==> src/hdl/fsal_consts.svh <==
`ifndef FSAL_CONSTS_SVH
`define FSAL_CONSTS_SVH

// Clock and drive time base
`define FSAL_CLK_HZ          250000000
`define FSAL_PWM_FREQ_HZ     15
`define FSAL_DUTY_STEPS      10
`define FSAL_SLOT_CYCLES \
  (`FSAL_CLK_HZ / (`FSAL_PWM_FREQ_HZ * `FSAL_DUTY_STEPS))

// Start-up and missing-pulse timing, start-up given in ms, both used in drive periods
`define FSAL_STARTUP_MS      2000
`define FSAL_STARTUP_PERIODS ((`FSAL_STARTUP_MS * `FSAL_PWM_FREQ_HZ) / 1000)
`define FSAL_MISS_PERIODS    32

// Temperature limits in degrees C
`define FSAL_LOW_LIMIT_C     25
`define FSAL_HIGH_LIMIT_C    45
`define FSAL_LIMIT_STEP_C    5
`define FSAL_MIN_SPAN_C      10
`define FSAL_LOW_MIN_C       25
`define FSAL_LOW_MAX_C       35
`define FSAL_STEP_REGIONS    5
`define FSAL_OVH_OFFSET_C    10
`define FSAL_OVH_HYST_C      5

// Duty in tenths of a period
`define FSAL_DUTY_MIN        4'h4
`define FSAL_DUTY_LOW        4'h5
`define FSAL_DUTY_FULL       4'hA
`define FSAL_BLANK_SLOT      4'h0
`define FSAL_LAST_SLOT       4'h9

`endif

==> src/hdl/fsal_pkg.sv <==
package fsal_pkg;

  typedef enum logic [2:0] {
    FSAL_FAN_OFF_REQUEST_N     = 3'h0,
    FSAL_START    = 3'h1,
    FSAL_RUN      = 3'h3,
    FSAL_RETRY    = 3'h2,
    FSAL_FAULT    = 3'h6,
    FSAL_AUTO_OFF = 3'h7
  } fsal_state_t;

  typedef struct packed {
    logic       period_end;
    logic [3:0] slot;
  } fsal_tb_t;

endpackage

==> src/hdl/fsal_top.sv <==
`timescale 1ns/1ps
`default_nettype none
`include "fsal_consts.svh"

// How it works
// - Only in run, a period without rotation pulses counts toward failure.
// - Pulses in slot 0 of every drive period are blanked.
// - 32 periods with no pulse after the start-up retry force drive low and fault output low.
// - Fault stays latched until shutdown request toggles or power cycles.
// - Fault output is held high throughout shutdown.
// - Overheat alert goes low above high limit plus 10 C.
// - In run, drive stays at full duty while overheat alert is low.
// - Overheat alert releases only 5 C below its trip point.
// - Shutdown request low forces drive low and fault output high.
// - Temperature and overheat alert keep working during shutdown.
// - Auto-shutdown variant stops the fan below the low limit.
// - Overheat alert keeps working while auto-shutdown holds fan off.
// - Auto-shutdown exits only above the first step temperature.
// - Four step temperatures split low to high limit evenly.
// - Limits are 5 C multiples, span at least 10 C, low 25..35 C.
// - Duty runs 40% to 100% in 10% steps by region.
// - Drive runs near 15 Hz; its period times start-up and misses.
// - Drive is held high about 2 s whenever the fan starts from off.
// - First missing-pulse detection reruns start-up once before latching.
module fsal_top #(
  parameter int SLOT_CYCLES   = `FSAL_SLOT_CYCLES,
  parameter int LOW_LIMIT_C   = `FSAL_LOW_LIMIT_C,
  parameter int HIGH_LIMIT_C  = `FSAL_HIGH_LIMIT_C,
  parameter bit AUTO_SHUTDOWN = 1'b0
) (
  // Clock and reset
  input  wire logic              mclk_in,
  input  wire logic              resetn_in,
  // Fan side
  input  wire logic              fan_off_request_n_in,
  input  wire logic              rotation_pulse_in,
  output logic                   pwm_out,
  // Sensor front end, same clock
  input  wire logic signed [7:0] temp_in,
  // Alerts
  output logic                   fault_n_out,
  output logic                   overheat_n_out
);

  localparam int SPAN    = HIGH_LIMIT_C - LOW_LIMIT_C;
  localparam int TRIP_C  = HIGH_LIMIT_C + `FSAL_OVH_OFFSET_C;
  localparam int REL_C   = TRIP_C - `FSAL_OVH_HYST_C;
  localparam int FIRST_C = LOW_LIMIT_C + SPAN / `FSAL_STEP_REGIONS;

  if ((LOW_LIMIT_C % `FSAL_LIMIT_STEP_C) != 0 ||
      (HIGH_LIMIT_C % `FSAL_LIMIT_STEP_C) != 0 ||
      SPAN < `FSAL_MIN_SPAN_C ||
      LOW_LIMIT_C < `FSAL_LOW_MIN_C ||
      LOW_LIMIT_C > `FSAL_LOW_MAX_C) begin : g_chk
    $error("fsal_top: temperature limits out of range");
  end

  fsal_pkg::fsal_tb_t    tb;
  fsal_pkg::fsal_state_t state_ff;
  fsal_pkg::fsal_state_t nxt_state;
  logic                  req_s1_ff;
  logic                  req_s2_ff;
  logic                  sen_s1_ff;
  logic                  sen_s2_ff;
  logic                  sen_d_ff;
  logic signed [7:0]     temp_ff;
  logic [4:0]            start_cnt_ff;
  logic [4:0]            nxt_start_cnt;
  logic [5:0]            miss_cnt_ff;
  logic [5:0]            nxt_miss_cnt;
  logic                  seen_ff;
  logic                  nxt_seen;
  logic                  retried_ff;
  logic                  nxt_retried;
  logic                  ovh_ff;
  logic                  nxt_ovh;
  logic [3:0]            duty_ff;
  logic [3:0]            nxt_duty;
  logic                  pwm_ff;
  logic                  nxt_pwm;
  logic                  fault_n_ff;
  logic                  ovh_n_ff;
  logic                  pulse_ok;
  logic                  had_pulse;
  int                    temp_c;

  fsal_timebase #(
    .SLOT_CYCLES (SLOT_CYCLES)
  ) u_timebase (
    .mclk_in   (mclk_in),
    .resetn_in (resetn_in),
    .tb_out    (tb)
  );

  // Edge search reads only the second stage of the pulse synchroniser
  assign pulse_ok  = sen_s2_ff && !sen_d_ff &&
                     (tb.slot != `FSAL_BLANK_SLOT);
  assign had_pulse = seen_ff || pulse_ok;
  assign temp_c    = int'(temp_ff);

  // Overheat with hysteresis, independent of fan state
  always_comb begin
    if (ovh_ff) begin
      nxt_ovh = temp_c > REL_C;
    end else begin
      nxt_ovh = temp_c > TRIP_C;
    end
  end

  // Duty region, latched once per period
  always_comb begin
    nxt_duty = duty_ff;
    if (tb.period_end) begin
      if (ovh_ff || temp_c >= HIGH_LIMIT_C) begin
        nxt_duty = `FSAL_DUTY_FULL;
      end else if (temp_c < LOW_LIMIT_C) begin
        nxt_duty = `FSAL_DUTY_MIN;
      end else begin
        nxt_duty = `FSAL_DUTY_LOW;
        for (int k = 1; k < `FSAL_STEP_REGIONS; k++) begin
          if (temp_c >= LOW_LIMIT_C + (k * SPAN) / `FSAL_STEP_REGIONS) begin
            nxt_duty = nxt_duty + 4'h1;
          end
        end
      end
    end
  end

  // Fan sequencing
  always_comb begin
    nxt_state     = state_ff;
    nxt_start_cnt = start_cnt_ff;
    nxt_miss_cnt  = miss_cnt_ff;
    nxt_retried   = retried_ff;
    // A pulse in the boundary cycle falls in blanked slot 0 and counts for neither period
    nxt_seen      = (seen_ff && !tb.period_end) || pulse_ok;
    if (!req_s2_ff) begin
      nxt_state = fsal_pkg::FSAL_FAN_OFF_REQUEST_N;
    end else begin
      case (state_ff)
        fsal_pkg::FSAL_FAN_OFF_REQUEST_N: begin
          nxt_state     = fsal_pkg::FSAL_START;
          nxt_start_cnt = '0;
          nxt_retried   = 1'b0;
        end
        fsal_pkg::FSAL_START, fsal_pkg::FSAL_RETRY: begin
          if (tb.period_end) begin
            if (start_cnt_ff == 5'(`FSAL_STARTUP_PERIODS - 1)) begin
              nxt_state    = fsal_pkg::FSAL_RUN;
              nxt_miss_cnt = '0;
            end else begin
              nxt_start_cnt = start_cnt_ff + 5'h01;
            end
          end
        end
        fsal_pkg::FSAL_RUN: begin
          if (tb.period_end) begin
            if (AUTO_SHUTDOWN && temp_c < LOW_LIMIT_C && !ovh_ff) begin
              nxt_state = fsal_pkg::FSAL_AUTO_OFF;
            end else if (had_pulse) begin
              nxt_miss_cnt = '0;
              nxt_retried  = 1'b0;
            end else if (miss_cnt_ff == 6'(`FSAL_MISS_PERIODS - 1)) begin
              if (retried_ff) begin
                nxt_state = fsal_pkg::FSAL_FAULT;
              end else begin
                nxt_state     = fsal_pkg::FSAL_RETRY;
                nxt_retried   = 1'b1;
                nxt_start_cnt = '0;
              end
            end else begin
              nxt_miss_cnt = miss_cnt_ff + 6'h01;
            end
          end
        end
        fsal_pkg::FSAL_AUTO_OFF: begin
          if (tb.period_end && temp_c > FIRST_C) begin
            nxt_state     = fsal_pkg::FSAL_START;
            nxt_start_cnt = '0;
          end
        end
        fsal_pkg::FSAL_FAULT: begin
          nxt_state = fsal_pkg::FSAL_FAULT;
        end
        default: begin
          nxt_state = fsal_pkg::FSAL_FAN_OFF_REQUEST_N;
        end
      endcase
    end
  end

  // Drive level follows the state being entered
  always_comb begin
    case (nxt_state)
      fsal_pkg::FSAL_START, fsal_pkg::FSAL_RETRY: begin
        nxt_pwm = 1'b1;
      end
      fsal_pkg::FSAL_RUN: begin
        nxt_pwm = nxt_ovh || (tb.slot < duty_ff);
      end
      default: begin
        nxt_pwm = 1'b0;
      end
    endcase
  end

  always_ff @(posedge mclk_in) begin
    if (!resetn_in) begin
      req_s1_ff    <= 1'b1;
      req_s2_ff    <= 1'b1;
      sen_s1_ff    <= 1'b0;
      sen_s2_ff    <= 1'b0;
      sen_d_ff     <= 1'b0;
      temp_ff      <= '0;
      // Power-up is a start from off; the drive rises on the first edge
      state_ff     <= fsal_pkg::FSAL_FAN_OFF_REQUEST_N;
      start_cnt_ff <= '0;
      miss_cnt_ff  <= '0;
      seen_ff      <= 1'b0;
      retried_ff   <= 1'b0;
      ovh_ff       <= 1'b0;
      duty_ff      <= `FSAL_DUTY_MIN;
      pwm_ff       <= 1'b0;
      fault_n_ff   <= 1'b1;
      ovh_n_ff     <= 1'b1;
    end else begin
      req_s1_ff    <= fan_off_request_n_in;
      req_s2_ff    <= req_s1_ff;
      sen_s1_ff    <= rotation_pulse_in;
      sen_s2_ff    <= sen_s1_ff;
      sen_d_ff     <= sen_s2_ff;
      temp_ff      <= temp_in;
      state_ff     <= nxt_state;
      start_cnt_ff <= nxt_start_cnt;
      miss_cnt_ff  <= nxt_miss_cnt;
      seen_ff      <= nxt_seen;
      retried_ff   <= nxt_retried;
      ovh_ff       <= nxt_ovh;
      duty_ff      <= nxt_duty;
      pwm_ff       <= nxt_pwm;
      fault_n_ff   <= nxt_state != fsal_pkg::FSAL_FAULT;
      ovh_n_ff     <= !nxt_ovh;
    end
  end

  assign pwm_out        = pwm_ff;
  assign fault_n_out    = fault_n_ff;
  assign overheat_n_out = ovh_n_ff;
endmodule
`default_nettype wire

==> src/hdl/fsal_timebase.sv <==
`timescale 1ns/1ps
`default_nettype none
`include "fsal_consts.svh"

module fsal_timebase #(
  parameter int SLOT_CYCLES = `FSAL_SLOT_CYCLES
) (
  // Clock and reset
  input  wire logic             mclk_in,
  input  wire logic             resetn_in,
  // Slot index and period boundary
  output fsal_pkg::fsal_tb_t    tb_out
);

  localparam int CW = (SLOT_CYCLES > 2) ? $clog2(SLOT_CYCLES) : 1;

  if (SLOT_CYCLES < 2) begin : g_chk
    $error("fsal_timebase: SLOT_CYCLES must be at least 2");
  end

  logic [CW-1:0]      cyc_ff;
  logic [CW-1:0]      nxt_cyc;
  fsal_pkg::fsal_tb_t tb_ff;
  fsal_pkg::fsal_tb_t nxt_tb;

  always_comb begin
    nxt_cyc           = cyc_ff + CW'(1);
    nxt_tb            = tb_ff;
    nxt_tb.period_end = 1'b0;
    if (cyc_ff == CW'(SLOT_CYCLES - 1)) begin
      nxt_cyc = '0;
      if (tb_ff.slot == `FSAL_LAST_SLOT) begin
        nxt_tb.slot       = 4'h0;
        nxt_tb.period_end = 1'b1;
      end else begin
        nxt_tb.slot = tb_ff.slot + 4'h1;
      end
    end
  end

  always_ff @(posedge mclk_in) begin
    if (!resetn_in) begin
      cyc_ff <= '0;
      tb_ff  <= '0;
    end else begin
      cyc_ff <= nxt_cyc;
      tb_ff  <= nxt_tb;
    end
  end

  assign tb_out = tb_ff;

endmodule
`default_nettype wire

==> config.mk <==
export PLATFORM = sky130hd
export DESIGN_NAME = fsal_top
export DESIGN_NICKNAME = d
export VERILOG_FILES = /design/src/hdl/fsal_pkg.sv /design/src/hdl/fsal_top.sv /design/src/hdl/fsal_timebase.sv
export VERILOG_INCLUDE_DIRS = /design/src /design/src/hdl
export SDC_FILE = /design/constraint.sdc
export NUM_CORES = 1
export LEC_CHECK = 0
export BUFFER_PORTS_ARGS = -buffer_cell sky130_fd_sc_hd__buf_2
export CAP_MARGIN = 20
export CORE_MARGIN = 2
export CORE_UTILIZATION = 55
export CTS_CLUSTER_SIZE = 8
export DETAILED_ROUTE_END_ITERATION = 8
export PLACE_DENSITY = 0.75
export SLEW_MARGIN = 20
export SYNTH_ARGS = -nofsm -noshare
export SYNTH_HDL_FRONTEND = slang
export SYNTH_SLANG_ARGS = --single-unit
==> constraint.sdc <==
create_clock -name mclk_in -period 2.42 [get_ports mclk_in]
set_clock_uncertainty 0.1 [all_clocks]
set_input_delay 0.605 -clock mclk_in [delete_from_list [all_inputs] [get_ports mclk_in]]
set_output_delay 0.605 -clock mclk_in [all_outputs]
set_load 0.01 [all_outputs]
==> impl_metrics.sql <==
INSERT INTO impl_metrics (metric_group, metric, value, unit) VALUES
('setup_path', 'rr_endpoint', 'duty_ff[2]', ''),
('route', 'drt_pass_1_iters', '5', ''),
('cts', 'clk_root_buffer_cell', 'clkbuf_8', ''),
('synth', 'sequential_fraction_of_the_synthesis_area', '40.7', '%'),
('sta', 'final_report_setup_violation_count', '0', ''),
('hold_path', 'hold_path_depth', '1', ''),
('layout', 'multi_input_area', '0.00177', 'mm^2'),
('floorplan', 'die_h', '79.1', 'um'),
('setup_path', 'worstRegToRegCells', '9', ''),
('floorplan', 'num_rows', '27', ''),
('setup_path', 'critical_path_arrival', '2440', 'ps'),
('route', 'drtAntennaViolNets', '0', ''),
('sta', 'max_clock_freq', '429', 'MHz'),
('route', 'via_per_inst', '5.50', ''),
('setup_path', 'critical_path_source_type', 'flop', ''),
('floorplan', 'die_width', '79.1', 'um'),
('layout', 'layout_commonest_cell', 'dfxtp_1', ''),
('synth', 'synth-main-ff-cell', 'dfxtp_1', ''),
('route', 'drt_first_iter_violations', '122', ''),
('setup_path', 'crit_path_max_fanout', '5', ''),
('sta', 'timing_max_transition_violations_final', '0', ''),
('synth', 'ys_warn_count', '0', ''),
('setup_path', 'reg2reg_slack', '90', 'ps'),
('setup_path', 'crit_path_end_kind', 'flop', ''),
('setup_path', 'critical-path-max-stage-delay', '560', 'ps'),
('power', 'report.power.total', '2110', 'uW'),
('layout', 'final-seq-area', '0.00127', 'mm^2'),
('layout', 'antenna_cells_inserted', '0', ''),
('hold_path', 'hold_class', 'reg -> reg', ''),
('synth', 'yosys.cell_types.count', '59', ''),
('setup_path', 'critPathCapture', 'duty_ff[2]', ''),
('grt', 'grt_pass1_wl', '10.4', 'mm'),
('floorplan', 'num_io_pins', '15', ''),
('synth', 'syn-instance-count', '357', ''),
('route', 'via_count', '2501', ''),
('setup_path', 'timing.rr.start', 'temp_ff[6]', ''),
('sta', 'hold_viol_final', '0', ''),
('floorplan', 'start_util', '56.6', '%'),
('power', 'peakVddDrop', '0.526', 'mV'),
('cts', 'clock_path_buffers', '2', ''),
('power', 'p_leak', '0.00134', 'uW'),
('grt', 'grt_start_max_net_pins', '22', ''),
('synth', 'synthesis.nets', '380', ''),
('synth', 'ys_ff_latch', '63', ''),
('route', 'post-route-drc-count', '0', ''),
('layout', 'finalInstanceArea', '0.00355', 'mm^2'),
('setup_path', 'cp_cell_sequence', 'or4b_4 > o22ai_4 > buf_6 > ha_4 > inv_4 > a211oi_2 > a311oi_2 > o211ai_1 > o211ai_1', ''),
('grt', 'antenna_found_initial', '0', ''),
('route', 'routedWlPerCell', '13.1', 'um'),
('setup_path', 'crit_required', '2530', 'ps'),
('setup_path', 'path_common_cell', 'o211ai_1', ''),
('cts', 'clk_pin_slew', '70', 'ps'),
('synth', 'synth.cell_area', '0.00310', 'mm^2'),
('grt', 'groute.usage.overall', '20.8', '%'),
('layout', 'mostFrequentLayoutCells', 'dfxtp_1, nor2_1, nand2_1', ''),
('sta', 'worst-slew-pin-transition', '475', 'ps'),
('power', 'power_per_cell_area', '595', 'mW/mm^2'),
('layout', 'fin_nets', '401', ''),
('placed_design', 'place_congestion', '0.826', ''),
('sta', 'finalCritPeriodShare', '96.4', '%'),
('route', 'drt_total_wl', '5.95', 'mm'),
('synth', 'synth_enable_flop_cells', '0', ''),
('setup_path', 'path_class', 'reg -> reg', ''),
('sta', 'relSlewSlack', '68.1', '%'),
('setup_path', 'cpMaxStageDelayCell', 'or4b_4', ''),
('layout', 'final.fill_count', '480', ''),
('synth', 'syn_area_per_cell', '8.68', 'um^2'),
('placed_design', 'dpl-instance-area', '0.00327', 'mm^2'),
('cts', 'h_tree_level_count', '3', ''),
('run_status', 'status', 'finished, final reports clean', ''),
('synth', 'postSynth.asyncResetShare', '0', '%');
-- kinds of logic after synthesis --
family | Yosys count | synth area share, %
adders and majority gates | 12 | 5.01
muxes | 3 | 0.969
and+or+nand+nor | 160 | 28.6
AOI/OAI and AO/OA | 61 | 13.7
xor gates and xnor gates | 24 | 6.79
buffers and inverters | 34 | 4.24
DFF | 63 | 40.7
-- report_power, final --
group	total, uW	switching (uW)	internal (uW)
combinational	144	77.0	67.1
sequential	1080	25.4	1060
clock	888	412	476
-- repair_timing --
item | in CTS | in global routing
gates resized for setup | 1 | 21
pin swaps | 0 | 9
gates cloned | 0 | 0
endpoints found under the setup margin | 2 | 3
buffers inserted | 0 | 1
-- synth_stat cells, drive strengths merged, types with 5 or more instances --
library cell / number / area (um^2)
xor2: 14 / 123
o21ai: 10 / 50.1
nand2b: 7 / 43.8
nor4: 5 / 46.3
a21oi: 9 / 45.0
nor2b: 5 / 31.3
clkbuf: 10 / 37.5
or3: 5 / 31.3
dfxtp: 63 / 1260
and2: 13 / 81.3
o22ai: 5 / 31.3
inv: 20 / 75.1
nor3: 6 / 30.0
nand3: 17 / 90.1
xnor2: 10 / 87.6
nor2: 40 / 150
ha: 10 / 125
nand2: 26 / 97.6
nand4: 8 / 50.1
o211ai: 7 / 57.6
-- worst min path at each step --
stage	startpoint	end
floorplan	req_s1_ff	req_s2_ff
global placement	req_s1_ff	req_s2_ff
detailed placement	req_s1_ff	req_s2_ff
CTS	req_s1_ff	req_s2_ff
global route	fan_off_request_n_in	req_s1_ff
finish	req_s1_ff	req_s2_ff
-- worst max-delay path, delay by kind of cell (launching register included) --
kind | cells | cell delay (ps)
AO/OA/AOI/OAI | 5 | 890
adder cells (fa/ha/maj) | 1 | 130
buffers and inverters | 2 | 170
flip-flops | 1 | 360
AND/OR/NAND/NOR | 1 | 560
-- final cells by class --
class                           instances  area share [%]
Tap cell                               72            2.54
Clock inverter                          7            2.04
Inverter                               20            2.18
Sequential cell                        63            35.7
Timing Repair Buffer                   24            4.19
Clock buffer                            9            3.49
Multi-Input combinational cell        260            49.9
-- sequential cells by signal (all words and copies together) (netlist names) --
register / flops
duty_ff: 4
fault_n_out: 1
miss_cnt_ff: 6
overheat_n_out: 1
ovh_ff: 1
pwm_out: 1
req_s1_ff: 1
req_s2_ff: 1
retried_ff: 1
seen_ff: 1
sen_d_ff: 1
sen_s1_ff: 1
sen_s2_ff: 1
start_cnt_ff: 5
state_ff: 3
temp_ff: 8
u_timebase.cyc_ff: 21
u_timebase.tb_out: 5
-- metal layers --
layer  track usage, %  vias up  share of wire [%]
li1                 -     1303                  -
met1             25.1     1149                 47
met2             34.6       43                 49
met3             7.39        6                3.5
met4             6.55        0               0.92
met5                0        -                  0
-- per-stage QoR --
stage | TNS (ps) | util, % | cells | hold slack [ps] | setup WS [ps]
2_1_floorplan | 0 | - | 357 | 286 | 109
3_3_place_gp | 0 | 59.7 | 438 | 291 | 135
3_5_place_dp | -50.7 | 59.7 | 438 | 299 | -36.8
4_1_cts | 0 | 63.4 | 454 | 318 | 13.0
5_1_grt | -17.4 | 64.9 | 455 | 323 | -11.5
6_report | 0 | 64.9 | 455 | 310 | 86.4
Power figures use the tool's default switching activity.
